<file path="config.mk">
export PLATFORM = sky130hd
export DESIGN_NAME = lpc_top
export DESIGN_NICKNAME = d
export VERILOG_FILES = /design/src/common/lpc_pkg.sv /design/src/hdl/lpc_interval_timer.sv /design/src/hdl/lpc_top.sv /design/src/hdl/lpc_trim_reg.sv
export SDC_FILE = /design/constraint.sdc
export NUM_CORES = 1
export LEC_CHECK = 0
export BUFFER_PORTS_ARGS = -buffer_cell sky130_fd_sc_hd__buf_2
export CAP_MARGIN = 20
export CORE_ASPECT_RATIO = 0.6
export CORE_MARGIN = 3
export CORE_UTILIZATION = 30
export CTS_BUF_LIST = sky130_fd_sc_hd__clkbuf_4 sky130_fd_sc_hd__clkbuf_8
export CTS_CLUSTER_SIZE = 12
export DETAILED_ROUTE_END_ITERATION = 16
export PLACE_DENSITY = 0.55
export SYNTH_ARGS = -nofsm -noshare
export SYNTH_HDL_FRONTEND = slang
export SYNTH_SLANG_ARGS = --single-unit
</file>
<file path="constraint.sdc">
create_clock -name clk_i -period 3.75 [get_ports clk_i]
set_input_delay 0.1875 -clock clk_i [delete_from_list [all_inputs] [get_ports clk_i]]
set_output_delay 0.1875 -clock clk_i [all_outputs]
set_load 0.05 [all_outputs]
</file>
<file path="src/common/lpc_pkg.sv">
/*
 * Package for the low-power calibration scheduler and trim bank: register
 * indices, field positions, reset values, interval counts and states.
 * Assumes APB word addressing: byte address = 4 * register index.
 */
package lpc_pkg;
   // register indices
   localparam logic [7:0] IDX_BG_EN = 8'h62;
   localparam logic [7:0] IDX_TRIG_CFG = 8'h6B;
   localparam logic [7:0] IDX_SOFT_TRIG = 8'h6C;
   localparam logic [7:0] IDX_LP_CTL = 8'h6E;
   localparam logic [7:0] IDX_STATUS = 8'h70;
   localparam logic [7:0] IDX_GAIN = 8'h7A;
   localparam logic [7:0] IDX_REF = 8'h7C;
   localparam logic [7:0] IDX_TERM_A = 8'h7E;
   localparam logic [7:0] IDX_TERM_B = 8'h7F;

   // lowpower_cal_control fields
   localparam int IDLE_MSB = 7;
   localparam int IDLE_LSB = 5;
   localparam int SETTLE_MSB = 4;
   localparam int SETTLE_LSB = 3;
   localparam int PACED_BIT = 1;
   localparam int LPEN_BIT = 0;
   localparam int REF_W = 4;

   // reset values
   localparam logic [7:0] LP_CTL_RST = 8'h88;
   localparam logic BG_EN_RST = 1'b0;
   localparam logic TRIG_SEL_RST = 1'b0;
   localparam logic SOFT_TRIG_RST = 1'b1;

   // interval lengths in converter clock periods
   localparam int CW = 41;
   localparam logic [7:0][CW-1:0] SLEEP_CNT_DEF = {
      41'h100_0000_0080, 41'h020_0000_0080, 41'h004_0000_0080, 41'h000_8000_0080,
      41'h000_1000_0080, 41'h000_0200_0080, 41'h000_0040_0080, 41'h000_0000_0480};
   localparam logic [3:0][CW-1:0] SETTLE_CNT_DEF = {
      41'h000_8000_0080, 41'h000_1000_0080, 41'h000_0200_0080, 41'h000_0000_0480};

   typedef enum logic [3:0] {
      ST_IDLE = 4'h1,
      ST_SLEEP = 4'h2,
      ST_SETTLE = 4'h4,
      ST_CAL = 4'h8
   } lpc_state_e;
endpackage : lpc_pkg

</file>
<file path="src/hdl/lpc_interval_timer.sv">
/*
 * Down counter that times the sleep and settle intervals.
 * Assumes the loader passes the interval length minus one.
 */
`timescale 1ns/1ps
module lpc_interval_timer #(
   parameter int CW = lpc_pkg::CW
)(
   input wire logic clk_i,
   input wire logic rst_i,
   input wire logic ce_i,
   input wire logic load_i,
   input wire logic [CW-1:0] value_i,
   output logic [CW-1:0] cnt_o,
   output logic expired_o
);
   logic [CW-1:0] cnt_r;
   logic [CW-1:0] cnt_nxt;

   always_comb
   begin
      cnt_nxt = cnt_r;
      if (load_i)
         cnt_nxt = value_i; // see RULE17
      else if (cnt_r != '0)
         cnt_nxt = cnt_r - CW'(1);
   end

   always_ff @(posedge clk_i or posedge rst_i)
   begin
      if (rst_i)
         cnt_r <= '0;
      else if (ce_i)
         cnt_r <= cnt_nxt;
   end

   assign cnt_o = cnt_r;
   assign expired_o = (cnt_r == '0);
endmodule : lpc_interval_timer

</file>
<file path="src/hdl/lpc_top.sv">
/*
 * Low-power background calibration scheduler with factory trim bank,
 * reached over APB. Assumes clk_i is the converter clock, fuse inputs are
 * valid at reset release, and cal_done_i ends each calibration.
 */
// Decided for this implementation: the APB slave port.
`timescale 1ns/1ps
// Behaviour
// RULE1: idle code bits 7:5 picks sleep length, 1,152 periods up; reset code 4.
// RULE2: sleep length applies only when low-power enabled and not trigger paced.
// RULE3: software should keep idle codes at 4 or above.
// RULE4: settle code bits 4:3 picks wake-to-calibration wait; reset code 1.
// RULE5: settle wait follows every wake in both modes while enabled.
// RULE6: software should keep settle code at 1 or above.
// RULE7: paced bit 0 means autonomous sleep timed from the idle code.
// RULE8: paced bit 1 keeps the core asleep while trigger high, wakes when low.
// RULE9: bit 0 enables low-power calibration, reset 0, needs background enable.
// RULE10: software writes reserved bits, bit 2 included, as zero.
// RULE11: gain trim sets gain of all cores; range changes use range setting.
// RULE12: reference trim bits 3:0, fuse value after reset, writable.
// RULE13: channel A termination trim, fuse value after reset, writable.
// RULE14: gain, reference and channel A trims load from fuses at reset.
// RULE15: channel B termination trim, fuse default, writable.
// RULE16: trigger comes from pin or software bit per source select.
// RULE17: one wide counter times intervals, restarted at sleep entry and wake.
module lpc_top #(
   parameter int AW = 12,
   parameter logic [7:0][lpc_pkg::CW-1:0] SLEEP_CNT = lpc_pkg::SLEEP_CNT_DEF,
   parameter logic [3:0][lpc_pkg::CW-1:0] SETTLE_CNT = lpc_pkg::SETTLE_CNT_DEF
)(
   input wire logic clk_i,
   input wire logic rst_i,
   input wire logic ce_i,
   input wire logic psel_i,
   input wire logic penable_i,
   input wire logic pwrite_i,
   input wire logic [AW-1:0] paddr_i,
   input wire logic [31:0] pwdata_i,
   output logic [31:0] prdata_o,
   output logic pready_o,
   output logic pslverr_o,
   input wire logic cal_trigger_pin_i,
   input wire logic cal_done_i,
   input wire logic [7:0] fuse_gain_i,
   input wire logic [lpc_pkg::REF_W-1:0] fuse_ref_i,
   input wire logic [7:0] fuse_term_a_i,
   input wire logic [7:0] fuse_term_b_i,
   output logic core_sleep_o,
   output logic core_settle_o,
   output logic cal_start_o,
   output logic lp_active_o,
   output logic [7:0] core_gain_adjust_o,
   output logic [lpc_pkg::REF_W-1:0] reference_adjust_o,
   output logic [7:0] termination_adjust_a_o,
   output logic [7:0] termination_adjust_b_o
);
   localparam int CW = lpc_pkg::CW;

   // register bus state
   logic [31:0] prdata_r;
   logic [31:0] prdata_nxt;
   logic pready_r;
   logic pready_nxt;
   logic pslverr_r;
   logic pslverr_nxt;
   logic [7:0] idx;
   logic hit;
   logic wr;

   // control registers
   logic [7:0] lp_ctl_r;
   logic [7:0] lp_ctl_nxt;
   logic bg_en_r;
   logic bg_en_nxt;
   logic trig_sel_r;
   logic trig_sel_nxt;
   logic soft_trig_r;
   logic soft_trig_nxt;
   logic fuse_pend_r;
   logic fuse_pend_nxt;

   // scheduler state
   lpc_pkg::lpc_state_e state_r;
   lpc_pkg::lpc_state_e state_nxt;
   logic sleep_r;
   logic settle_r;
   logic start_r;
   logic active_r;
   logic tmr_load;
   logic [CW-1:0] tmr_val;
   logic [CW-1:0] tmr_cnt;
   logic tmr_done;
   logic [CW-1:0] sleep_ld;
   logic [CW-1:0] settle_ld;
   logic [2:0] idle_code;
   logic [1:0] settle_code;
   logic paced;
   logic lowpower_cal_enable;
   logic active;
   logic cal_trig;
   logic [7:0] gain_q;
   logic [lpc_pkg::REF_W-1:0] ref_q;
   logic [7:0] term_a_q;
   logic [7:0] term_b_q;

   // ---------------- register bus ----------------
   assign idx = paddr_i[9:2];
   assign wr = psel_i && penable_i && pwrite_i && pready_r && !pslverr_r;

   always_comb
   begin
      hit = (paddr_i[AW-1:10] == '0);
      case (idx)
         lpc_pkg::IDX_BG_EN,
         lpc_pkg::IDX_TRIG_CFG,
         lpc_pkg::IDX_SOFT_TRIG,
         lpc_pkg::IDX_LP_CTL,
         lpc_pkg::IDX_STATUS,
         lpc_pkg::IDX_GAIN,
         lpc_pkg::IDX_REF,
         lpc_pkg::IDX_TERM_A,
         lpc_pkg::IDX_TERM_B:
            hit = hit;
         default:
            hit = 1'b0;
      endcase
   end

   // answer is prepared in the setup cycle, so access lasts one cycle
   always_comb
   begin
      pready_nxt = psel_i && !penable_i;
      pslverr_nxt = pslverr_r;
      prdata_nxt = prdata_r;
      if (psel_i && !penable_i)
      begin
         pslverr_nxt = !hit;
         prdata_nxt = 32'h0000_0000;
         case (idx)
            lpc_pkg::IDX_BG_EN:
               prdata_nxt[0] = bg_en_r;
            lpc_pkg::IDX_TRIG_CFG:
               prdata_nxt[0] = trig_sel_r;
            lpc_pkg::IDX_SOFT_TRIG:
               prdata_nxt[0] = soft_trig_r;
            lpc_pkg::IDX_LP_CTL:
               prdata_nxt[7:0] = lp_ctl_r;
            lpc_pkg::IDX_STATUS:
               prdata_nxt[5:0] = {!fuse_pend_r, cal_trig, state_r};
            lpc_pkg::IDX_GAIN:
               prdata_nxt[7:0] = gain_q;
            lpc_pkg::IDX_REF:
               prdata_nxt[lpc_pkg::REF_W-1:0] = ref_q;
            lpc_pkg::IDX_TERM_A:
               prdata_nxt[7:0] = term_a_q;
            lpc_pkg::IDX_TERM_B:
               prdata_nxt[7:0] = term_b_q;
            default:
               prdata_nxt = 32'h0000_0000;
         endcase
      end
   end

   always_comb
   begin
      lp_ctl_nxt = lp_ctl_r;
      bg_en_nxt = bg_en_r;
      trig_sel_nxt = trig_sel_r;
      soft_trig_nxt = soft_trig_r;
      fuse_pend_nxt = 1'b0;
      if (wr)
      begin
         case (idx)
            lpc_pkg::IDX_LP_CTL:
               lp_ctl_nxt = pwdata_i[7:0];
            lpc_pkg::IDX_BG_EN:
               bg_en_nxt = pwdata_i[0];
            lpc_pkg::IDX_TRIG_CFG:
               trig_sel_nxt = pwdata_i[0];
            lpc_pkg::IDX_SOFT_TRIG:
               soft_trig_nxt = pwdata_i[0];
            default:
               lp_ctl_nxt = lp_ctl_r;
         endcase
      end
   end

   always_ff @(posedge clk_i or posedge rst_i)
   begin
      if (rst_i)
      begin
         prdata_r <= 32'h0000_0000;
         pready_r <= 1'b0;
         pslverr_r <= 1'b0;
         lp_ctl_r <= lpc_pkg::LP_CTL_RST;
         bg_en_r <= lpc_pkg::BG_EN_RST;
         trig_sel_r <= lpc_pkg::TRIG_SEL_RST;
         soft_trig_r <= lpc_pkg::SOFT_TRIG_RST;
         fuse_pend_r <= 1'b1;
      end
      else if (ce_i)
      begin
         prdata_r <= prdata_nxt;
         pready_r <= pready_nxt;
         pslverr_r <= pslverr_nxt;
         lp_ctl_r <= lp_ctl_nxt;
         bg_en_r <= bg_en_nxt;
         trig_sel_r <= trig_sel_nxt;
         soft_trig_r <= soft_trig_nxt;
         fuse_pend_r <= fuse_pend_nxt;
      end
   end

   assign prdata_o = prdata_r;
   assign pready_o = pready_r;
   assign pslverr_o = pslverr_r;

   // ---------------- trim bank ----------------
   lpc_trim_reg #(.W(8)) u_gain ( // see RULE11
      .clk_i(clk_i), .rst_i(rst_i), .ce_i(ce_i), .load_i(fuse_pend_r),
      .fuse_i(fuse_gain_i), .wr_i(wr && idx == lpc_pkg::IDX_GAIN),
      .wdata_i(pwdata_i[7:0]), .q_o(gain_q));

   lpc_trim_reg #(.W(lpc_pkg::REF_W)) u_ref ( // see RULE12
      .clk_i(clk_i), .rst_i(rst_i), .ce_i(ce_i), .load_i(fuse_pend_r),
      .fuse_i(fuse_ref_i), .wr_i(wr && idx == lpc_pkg::IDX_REF),
      .wdata_i(pwdata_i[lpc_pkg::REF_W-1:0]), .q_o(ref_q));

   lpc_trim_reg #(.W(8)) u_term_a ( // see RULE13
      .clk_i(clk_i), .rst_i(rst_i), .ce_i(ce_i), .load_i(fuse_pend_r),
      .fuse_i(fuse_term_a_i), .wr_i(wr && idx == lpc_pkg::IDX_TERM_A),
      .wdata_i(pwdata_i[7:0]), .q_o(term_a_q));

   lpc_trim_reg #(.W(8)) u_term_b ( // see RULE15
      .clk_i(clk_i), .rst_i(rst_i), .ce_i(ce_i), .load_i(fuse_pend_r),
      .fuse_i(fuse_term_b_i), .wr_i(wr && idx == lpc_pkg::IDX_TERM_B),
      .wdata_i(pwdata_i[7:0]), .q_o(term_b_q));

   assign core_gain_adjust_o = gain_q;
   assign reference_adjust_o = ref_q;
   assign termination_adjust_a_o = term_a_q;
   assign termination_adjust_b_o = term_b_q;

   // ---------------- sleep / wake scheduler ----------------
   assign idle_code = lp_ctl_r[lpc_pkg::IDLE_MSB:lpc_pkg::IDLE_LSB];
   assign settle_code = lp_ctl_r[lpc_pkg::SETTLE_MSB:lpc_pkg::SETTLE_LSB];
   assign paced = lp_ctl_r[lpc_pkg::PACED_BIT];
   assign lowpower_cal_enable = lp_ctl_r[lpc_pkg::LPEN_BIT];
   assign active = lowpower_cal_enable && bg_en_r; // see RULE9
   assign cal_trig = trig_sel_r ? cal_trigger_pin_i : soft_trig_r; // see RULE16
   assign sleep_ld = SLEEP_CNT[idle_code] - CW'(1); // see RULE1
   assign settle_ld = SETTLE_CNT[settle_code] - CW'(1); // see RULE4

   always_comb
   begin
      state_nxt = state_r;
      tmr_load = 1'b0;
      tmr_val = sleep_ld;
      case (state_r)
         lpc_pkg::ST_IDLE:
            if (active)
            begin
               state_nxt = lpc_pkg::ST_SLEEP;
               tmr_load = 1'b1; // see RULE17
            end
         lpc_pkg::ST_SLEEP:
            if (paced ? !cal_trig : tmr_done) // see RULE7, see RULE8
            begin
               state_nxt = lpc_pkg::ST_SETTLE;
               tmr_load = 1'b1; // see RULE5
               tmr_val = settle_ld;
            end
         lpc_pkg::ST_SETTLE:
            if (tmr_done)
               state_nxt = lpc_pkg::ST_CAL;
         lpc_pkg::ST_CAL:
            if (cal_done_i)
            begin
               state_nxt = lpc_pkg::ST_SLEEP;
               tmr_load = 1'b1;
            end
         default:
            state_nxt = lpc_pkg::ST_IDLE;
      endcase
      if (!active)
      begin
         state_nxt = lpc_pkg::ST_IDLE; // see RULE2
         tmr_load = 1'b0;
      end
   end

   always_ff @(posedge clk_i or posedge rst_i)
   begin
      if (rst_i)
      begin
         state_r <= lpc_pkg::ST_IDLE;
         sleep_r <= 1'b0;
         settle_r <= 1'b0;
         start_r <= 1'b0;
         active_r <= 1'b0;
      end
      else if (ce_i)
      begin
         state_r <= state_nxt;
         sleep_r <= state_nxt == lpc_pkg::ST_SLEEP;
         settle_r <= state_nxt == lpc_pkg::ST_SETTLE;
         start_r <= state_nxt == lpc_pkg::ST_CAL && state_r != lpc_pkg::ST_CAL;
         active_r <= active;
      end
   end

   lpc_interval_timer #(.CW(CW)) u_timer (
      .clk_i(clk_i),
      .rst_i(rst_i),
      .ce_i(ce_i),
      .load_i(tmr_load),
      .value_i(tmr_val),
      .cnt_o(tmr_cnt),
      .expired_o(tmr_done)
   );

   assign core_sleep_o = sleep_r;
   assign core_settle_o = settle_r;
   assign cal_start_o = start_r;
   assign lp_active_o = active_r;
endmodule : lpc_top

</file>
<file path="src/hdl/lpc_trim_reg.sv">
/*
 * One trim register: takes the fuse value on a load pulse, then software
 * writes. Assumes the load pulse comes once, just after reset release.
 */
`timescale 1ns/1ps
module lpc_trim_reg #(
   parameter int W = 8
)(
   input wire logic clk_i,
   input wire logic rst_i,
   input wire logic ce_i,
   input wire logic load_i,
   input wire logic [W-1:0] fuse_i,
   input wire logic wr_i,
   input wire logic [W-1:0] wdata_i,
   output logic [W-1:0] q_o
);
   logic [W-1:0] q_r;
   logic [W-1:0] q_nxt;

   always_comb
   begin
      q_nxt = q_r;
      if (load_i)
         q_nxt = fuse_i; // see RULE14
      else if (wr_i)
         q_nxt = wdata_i; // see RULE12
   end

   always_ff @(posedge clk_i or posedge rst_i)
   begin
      if (rst_i)
         q_r <= '0;
      else if (ce_i)
         q_r <= q_nxt;
   end

   assign q_o = q_r;
endmodule : lpc_trim_reg

</file>
After elaboration in Yosys (flattened, before gate mapping)
Memory sizes are Yosys's and may differ from the RTL's.
Cells that the tools add are included.
{ "classes": {"n_addsub": 3, "n_lt_le_gt_ge": 2, "n_eq_ne": 17, "mux": 31, "reduce_logical": 35} }
{ "ops": {"columns": ["operator", "n"], "rows": [
  ["two-way mux 41 bit", 6],
  ["subtractor 41 x 1 -> 41 bit (second input constant)", 3],
  ["binary-select mux 41 bit (select 2 bit)", 1],
  ["== test 8 x 7 -> 1 bit (second input constant)", 9],
  ["two-way mux 8 bit", 6],
  ["zero test 41 bit", 1],
  ["nonzero test 41 bit", 1],
  ["two-way mux 4 bit", 6],
  ["case mux 3 bit (6 select lines)", 1],
  ["case mux 4 bit (4 select lines)", 1],
  ["AND reduction 2 bit", 6],
  ["AND reduction 3 bit", 4],
  ["logical AND 1 bit", 11],
  ["case mux 2 bit (5 select lines)", 1],
  ["nonzero test 2 bit", 5],
  ["case mux 1 bit (9 select lines)", 1],
  ["OR reduction 9 bit", 1],
  ["== test 4 x 2 -> 1 bit (second input constant)", 2],
  ["== test 4 x 3 -> 1 bit (second input constant)", 2],
  ["== test 4 bit (second input constant)", 2],
  ["case mux 2 bit (4 select lines)", 1],
  ["two-way mux 1 bit", 6],
  ["zero test 1 bit", 5],
  ["== test 4 x 1 -> 1 bit (second input constant)", 1],
  ["other kinds (5)", 5]
]} }
{ "totals": {"ff_bits": 99, "mem_bits_ro": 328, "input_bits": 80, "out_inout_bits": 66, "word_cells": 107, "memories": 1} }
{ "memory_table": {"columns": ["name", "words", "width", "read_ports", "rd_clocked_by_memory_dff", "write_ports", "line_no", "text"], "rows": [
  ["(no name shown)", 8, 41, 1, 0, 0, "lpc_top.sv:251", "assign sleep_ld = SLEEP_CNT[idle_code] - CW'(1);"]
]} }

Logic depth before layout (Yosys ltp)
Gate-level depths: netlist of run 1.
{ "depth": {"word_depth": 8, "depth_mapped": 9, "ltp_nobuf": 7} }

By module
Synthesis of run 1 repeated with hierarchy kept, for this count alone.
{ "unflattened": {"hier_cells": 743, "hier_area_um2": 6673.9} }
{ "modules_own_cells": {"columns": ["mod", "n_inst", "cells_each", "area_per_inst_um2", "seq_area_each_um2"], "rows": [
  ["lpc_interval_timer", 1, 342, 2821.5, 1026.0],
  ["lpc_top", 1, 243, 2159.6, 757.0],
  ["lpc_trim_reg (u_gain ...)", 3, 46, 488.0, 200.2],
  ["lpc_trim_reg (u_ref)", 1, 20, 229.0, 100.1]
]} }

Least setup slack after synthesis of run 1
No wires, ideal clock.
{ "synth_path": {"kind": "flip-flop to flip-flop", "startpoint": "register u_timer.cnt_r[23] (netlist: u_timer.cnt_o[23])", "endpoint": "register u_timer.cnt_r[37] (netlist: u_timer.cnt_o[37])", "setup_time_ns": 0.127, "arrival_ns": 2.492, "required_ns": 3.623, "slack_ns": 1.131, "path_stages_with_launch": 9, "n_path_buf": 2, "synth_period_minus_slack_ns": 2.619, "cell_sequence": "dfrtp_1 -> or4_1 -> or3_1 -> buf_2 -> or3_1 -> buf_2 -> or4_1 -> a221oi_2 -> a21oi_1"} }
{ "synth_via": {"elab_chain_cells": 7, "elab_cells_between_ends": 13, "classes_between": "add/sub (1); mux (8); reduce/logical (4)"} }
{ "synth_rtl": {"columns": ["item", "line_no", "text"], "rows": [
  ["from (decl)", "lpc_interval_timer.sv:17", "logic [CW-1:0] cnt_r;"],
  ["from (signal assigned)", "lpc_interval_timer.sv:34", "cnt_r <= cnt_nxt;"],
  ["parallel branches: the longest is 7 deep, another holds subtractor 41 x 1 -> 41 bit", null, null]
]} }
Several ways; the timed one is not identified. The select of a mux whose other input is x is not followed.
A chain may end at the register's enable or synchronous reset.

Final worst setup path of run 1
{ "layout_path": {"startpoint": "register u_timer.cnt_r[2] (netlist: u_timer.cnt_o[2])", "endpoint": "register u_timer.cnt_r[10] (netlist: u_timer.cnt_o[10])"} }
The elaborated chain is that of the path after synthesis.

==> results of run 1 <==
==> where the power goes <==
group / switching [mW] / internal (mW)
Combinational: 0.215 / 0.106
Clock: 0.435 / 0.265
Sequential: 0.0648 / 1.13
==> metal layers <==
| metal | track usage [%] | up-vias |
|---|---|---|
| li1 | - | 2386 |
| met1 | 28.43 | 2331 |
| met2 | 17.31 | 199 |
| met3 | 5.016 | 6 |
| met4 | 1.673 | 0 |
| met5 | 0 | - |
==> critical path: cells and delay by family (launching register included) <==
kind            cells  cell delay [ps]
compound gates      3              740
flops               1              440
simple gates        3             1700
==> cells in the mapped netlist, drive strengths merged (5+ instances only) <==
cell type,instances
and3,5
nor3,21
inv,18
mux2,12
dfrtp,94
xor2,7
clkbuf,26
or4,8
nand2b,5
nand2,41
nor2,65
nand3b,5
nand4,9
buf,33
dfstp,5
a211oi,5
o22ai,7
o21ai,36
a21oi,69
nor2b,9
or3,14
xnor2,20
mux2i,9
a21o,5
nor4,28
nand3,21
==> layout make-up <==
cell class	count	area, µm²	share of cell area, %
clock buffers	9	123.9	1.937
clock inverters	7	73.82	1.155
inverters	18	70.07	1.096
multi-input cells	471	2739	42.84
flip-flops and latches	99	2484	38.85
well taps	234	292.8	4.579
repair buffers	110	610.6	9.550
==> flip-flops by register name (all words and copies together) (netlist names) <==
register / flops
core_settle_o: 1
u_term_a.q_o: 8
soft_trig_r: 1
prdata_o: 8
u_gain.q_o: 8
pslverr_o: 1
pready_o: 1
core_sleep_o: 1
bg_en_r: 1
u_timer.cnt_o: 41
fuse_pend_r: 1
lp_active_o: 1
state_r: 4
trig_sel_r: 1
lp_ctl_r: 8
cal_start_o: 1
u_ref.q_o: 4
u_term_b.q_o: 8
==> timing repair <==
action | CTS | global route
gates resized for setup | 0 | 0
buffers inserted | 0 | 0
hold buffers | 0 | 1
endpoints found under the hold margin | 0 | 28
==> cells by family (layout without fill, tap and decap cells) <==
group	Yosys count	count (layout)	share of synthesized area, %
compound gates	155	155	16.73
xor+xnor	27	27	4.285
fa+ha+maj	1	1	0.2267
buf+inv	77	144	7.073
flops	99	99	45.00
mux	21	21	4.081
other cells	1	24	0.06795
simple gates	243	243	22.53
==> through the flow <==
stage                     std cells  utilization [%]  area (µm²)
after detailed placement        930            35.01        6158
after floorplan                 647                -        5605
after global placement          930            35.01        6158
after CTS                       946            36.13        6356
final                           948            36.34        6394
after global routing            948            36.34        6394
==> final timing paths <==
path	endpoint	start
setup / recovery	u_timer.cnt_o[10]	u_timer.cnt_o[2]
hold / removal	lp_ctl_r[4]	pwdata_i[4]
setup reg to reg	u_timer.cnt_o[10]	u_timer.cnt_o[2]
hold reg to reg	prdata_o[1]	prdata_o[1]
max in group asynchronous	u_term_a.q_o[1]	rst_i
min in group asynchronous	prdata_o[1]	rst_i
==> results.txt, run 1 <==
- Synthesis produced 624 cells.
* Met1 layer wirelength in the final routing: a little over 9000 µm
- Of the cells placed in the final design, the portion with a size suffix greater than 1 is between 20% and 30%.
- Final RePlAce weighted congestion: ~0.85
- The final hold violation count is 0.
- Hold_ws: 45.75 ps
- After detailed routing, the met2 layer carries 5515 µm of wire.
- The floorplan step defined a die boundary enclosing slightly above 20000 µm².
- The completed layout was analyzed and its total power is approximately 2.2 mW.
* Arr. time, crit path: roughly 3300 ps
- The count of nets left with antenna violations once routing finished came out at 0.
- Buffers inserted during clock tree synthesis total 9.
- The average instance in the mapped netlist occupies between 8 and 9 µm².
* Depth of the most critical reg-to-reg path: 6
- From bottom edge to top edge, the die measures 111.1 µm.
- The area growth from synthesis to layout is 15.85%.
- Total wirelength of the detailed-routed design: 16170 µm
- Measured against its own limit, the worst slew margin works out to between 30% and 40%.
- In this run the worst hold path is classified as input pin to register.
- The first TritonRoute pass finished after 5 iterations.
- Of the post-synthesis cell area, the dominant cell type holds between 40% and 50%.
- Boundary pin count: 146
- Between clock sinks in the finished design, the worst skew comes to 23.08 ps.
- The core region is 17590 µm².
* First-pass GRT wire length: 25610 µm
* Half-perimeter wire length after detailed placement: 12440 µm
- For this run, the number of Yosys warnings is 0.
* Final global-route overflow total: 0
- The filler cells instantiated in the layout total 1865.
- Leak: about 2.8 nW
- Least-Margin Pin Slew: 914.3 ps
* Worst Hold Path Cells: 2
- Horiz. Die Dim: 181.1 µm
* F_max: 336.1 MHz
* Pre-CTS setup slack: 796.2 ps
- The net count of the finished layout is 790.
* Period utilization: about 79%
* Longest Clk Path Bufs: 2
- Row generation in the floorplan step produced 37 rows.
- Required time worst endpoint: 4030 ps
- Max-cap check violation count: 0
- The run finished with clean final reports.
- Most frequent cells in the layout: buf_2 (95), dfrtp_1 (94), a21oi_1 (68)
* Period minus WS final: 2975 ps
- Largest net degree at the start of global routing: 80
- Setup slack of the most critical reg-to-reg path: 770 ps
- In the routed layout, each cell is associated on average with a via count of 5.192.
- Register clock-pin slew on the reported worst setup and hold paths: 110 ps
* Netlist area before placement: 5519 µm²
- Stage delay of the slowest cell on the critical path: 670 ps
- Setup repair after global routing left no endpoint under its margin.
* Initial antenna violation count: 0
- TritonCTS built the clock tree.
- Once routing completed, OpenROAD measured the worst setup slack at between 700 and 800 ps.
- Count of buffers inserted at the top-level ports: 95
- STA classifies the critical path startpoint as a register.
* Highest-delay cell along the critical path: or4_1
* Clock Root Buffer: clkbuf_8
- Counting distinct cell types in the post-synthesis netlist gives 61.
* Number of antenna cells inserted: 0
- The initial utilization of the core area, before any placement, comes to 31.37%.
- The later pin in the worst-skew pair is clocked with a latency of 390 ps.
- Cell-by-cell listing of the critical path: nor4_1, nand4_1, or4_1, a21oi_2, a211oi_1, a311oi_1
* Sequential-to-total area share from yosys stat: between 40% and 50%
* Worst Setup End Kind: register
- The count of final max-slew check failures is 0.
- Crit Path Class: register to register
- The library cell used most frequently in the layout, excluding fill and tap cells, is buf_2.
* Share of synthesized flip-flops with an asynchronous set or reset: 100.0%
- Counting flops and latches in the post-synthesis netlist gives 99.
* Number of global-route vias before repair: 4384
- Most used flip-flop cell after synthesis: dfrtp_1
- Routed vias: 4922
- Wire length on met3: roughly 1500 µm
- Number of synthesized flops with an enable pin: 0
* Pwr/cell area: 346.3 nW/µm²
- Cell taking the most area after synthesis: dfrtp_1
- Deepest level of the CTS H-tree: 3
- In the routed design, unresolved DRC markers number 0.
- The worst-case IR drop observed on VDD is between 0.00015 and 0.0002 V.
* Top layer used by detailed routing: met4
* Average wire per standard cell: roughly 17 µm
- Detailed Route Iter0 Violations: between 400 and 500
- The tree built by TritonCTS fans out to 99 sinks.
* Total Neg Setup Slack: 0 ps
- Critical Path Fanout Max: 8
* Synth area leaders: dfrtp_1 (43%), a21oi_1 (6.2%), nor2_1 (4.4%), buf_4 (3.4%), xnor2_1 (3.2%)
- GR Util All Layers: 15.85%
- Final setup violation count: 0
No activity file was read; power rests on OpenSTA's default activity.
==> run 2: changes to the inputs <==
clock period = 3 ns   (was 3.75 ns; I/O delays follow)
==> results.txt, run 2 (synthesized netlist as in run 1, its figures left out) <==
- The remaining global-route overflow is 0 (unchanged).
* Max-cap check violation count: 0 (unchanged)
- Required time worst endpoint: 3250 ps (-780 ps)
* Final Hold Fails: 0 (unchanged)
* First-pass DRT Iterations: 5 (unchanged)
- Detailed Route Iter0 Violations: 452 (+2.7%)
* Register clock-pin slew on the reported worst setup and hold paths: 100 ps (about the same)
* Clock latency on the worst-skew pair: 390 ps (about the same)
- Average wire per standard cell: 17.33 µm (+1.6%)
- Number of global-route vias before repair: 4576 (+4.4%)
- Half-perimeter wire length after detailed placement: 12890 µm (+3.6%)
- The total placed instance area is 6319 µm² (+2.6%).
- The net count reported at finish is 811 (+2.7%).
- Worst Setup End Kind: register
- Most common library cell in the layout ignoring fill and taps: buf_2
- Placed cell count: 948 (+1.9%)
- The post-CTS setup buffer count is 0 (unchanged).
* Unrepaired setup endpoints after global routing: false
* Drt via density: 5.169 (-0.44%)
- DRC violations left: 0 (unchanged)
* Leak: 2.907 nW (+2.8%)
- Floorplan row count: 37 (unchanged)
- Initial core utilization: 31.37% (unchanged)
- The run finished with clean final reports.
- Arr. time, crit path: 3100 ps (-160 ps)
- Cts bufs inserted: 9 (unchanged)
- Routed vias: 5009 (+1.8%)
- The number of clock sinks seen by CTS is 99 (unchanged).
- Count of pins over their slew limit: 0 (unchanged)
- Deepest level of the CTS H-tree: 3 (unchanged)
- The wire length reported by the detailed router is 16790 µm (+3.8%).
- The ratio of total power to cell area came to 416.1 nW/µm² (+20%).
- Full die area: 20110 µm² (unchanged)
- The largest clock skew in the final design was 8.930 ps (-14.15 ps).
- CTS tree: yes
- The maximum frequency from static timing analysis was 351.1 MHz (+4.5%).
- Following the worst setup path forward leads to its endpoint at core_settle_o.
- The internal reg-to-reg setup slack came to 150 ps (-620 ps).
- In this run the critical register-to-register path is captured at core_settle_o.
- Final RePlAce weighted congestion: 0.8428 (-0.27%)
- Layout cells sized above 1: 22.99% (+1.7 points)
- GR Util All Layers: 16.48% (+0.63 points)
* Horiz. Die Dim: 181.1 µm (unchanged)
* Initial antenna violation count: 0 (unchanged)
- The first-pass GRT wire length was 26410 µm (+3.1%).
* Count of buffers inserted at the top-level ports: 95 (unchanged)
- The ratio of final minimum period to clock period is 94.93% (+16 points).
- The placeable core region was 17590 µm² (unchanged).
- The top cell types in the final layout, fill and taps aside, are buf_2 (95), dfrtp_1 (94), a21oi_1 (68).
- The die boundary height was 111.1 µm (unchanged).
- Largest register FFs: 41 (unchanged)
* Final setup violation count: 0 (unchanged)
- The worst-path maximum fanout came to 7 (-1).
- HP Class: input pin to register
* Max-slew headroom: 41.08% (+3.6 points)
- Beginning of the critical path: u_timer.cnt_o[23]
- The number of antenna-violating nets in the routed design came to 0 (unchanged).
* Period minus WS final: 2848 ps (-127.5 ps)
- The worst ir drop on vdd was 0.0001692 V (+9.4%).
- The pin slew with the least headroom to its limit came to 881.1 ps (-33.22 ps).
- The detailed router used layers up to and including met4.
- From synthesis to final layout, the design area changed by 18.61%.
* Total Neg Setup Slack: 0 ps (unchanged)
* Longest Clk Path Bufs: 2 (unchanged)
- Worst Min Path Start: paddr_i[10]
* Post-layout instance area: 6546 µm² (+2.4%)
- The length of routed met2 wiring was 5599 µm (+1.5%).
- Wire length on met3: 1388 µm (-8.0%)
- Launching point of the worst reg2reg path: u_timer.cnt_o[23]
- The maximum number of pins on one net before global-route repair is 53 (-34%).
- Boundary pin count: 146 (unchanged)
- Depth of the most critical reg-to-reg path: 7 (+1)
- The number of diodes added for antenna fixing was 0 (unchanged).
* Non-filler instance count after layout: 969 (+2.2%)
- By startpoint and endpoint, the worst setup path is classified as register to register.
- STA classifies the critical path startpoint as a register.
- Met1 layer wirelength in the final routing: 9696 µm (+6.6%)
- Clock Root Buffer: clkbuf_8
-- run 2: changes by cell type in the layout (fill, tap and decap cells not counted), sizes merged --
cell,change
buf,+17
dlygate4sd3,+4
inv,-4
clkinvlp,+3
clkinv,+1
-- run 2: final cells by class --
type                    count  area, µm²
fillers                  1857      11050
flip-flops and latches     99       2484
clock buffers               9      123.9
inverters                  18      70.07
well taps                 234      292.8
clock inverters             7      53.80
repair buffers            131      783.3
multi-input cells         471       2739
-- run 2: routing by layer --
metal	GRT usage, %	vias to the layer above
met4	2.890	0
met2	17.91	163
met3	5.377	15
li1	-	2421
met1	29.07	2410
met5	0	-
-- run 2: worst max-delay path, cell delays in order (launching register included) --
cell and delay (ps):
dfrtp_1 430, or4_1 510, or3_1 400, buf_4 200, nor4_1 580, nor2_1 70, o21ai_0 370, o21ai_0 160
-- run 2: repair_timing --
| item | 4_1_cts | 5_1_grt |
|---|---|---|
| hold buffers | 5 | 0 |
| resized for setup | 0 | 0 |
| setup endpoints to repair | 0 | 0 |
| hold endpoints to repair | 50 | 0 |
-- run 2: per-stage QoR --
| stage | power (mW) | hold WS [ps] | setup WS (ps) | utilization, % |
|---|---|---|---|---|
| 2_1_floorplan | 1.811 | 300.5 | 267.8 | - |
| 3_3_place_gp | 1.919 | 294.7 | 300.2 | 35.92 |
| 3_5_place_dp | 1.918 | 297.6 | 241.1 | 35.92 |
| 4_1_cts | 2.743 | 12.70 | 208.6 | 37.21 |
| 5_1_grt | 2.859 | 16.28 | 36.74 | 37.21 |
| 6_report | 2.724 | 33.01 | 152.2 | 37.21 |
-- run 2: how the worst min path moves through the flow --
stage	to	slack, ps	cells after the start
floorplan	trig_sel_r	300	1
global placement	u_timer.cnt_o[27]	290	2
detailed placement	u_timer.cnt_o[27]	300	2
CTS	lp_ctl_r[2]	10	2
global route	lp_ctl_r[2]	20	2
finish	pslverr_o	30	3
-- run 2: where the power goes --
part / switching [mW] / internal (mW) / total (mW)
clock: 0.514 / 0.306 / 0.820
sequential: 0.0785 / 1.41 / 1.49
combinational: 0.272 / 0.142 / 0.414
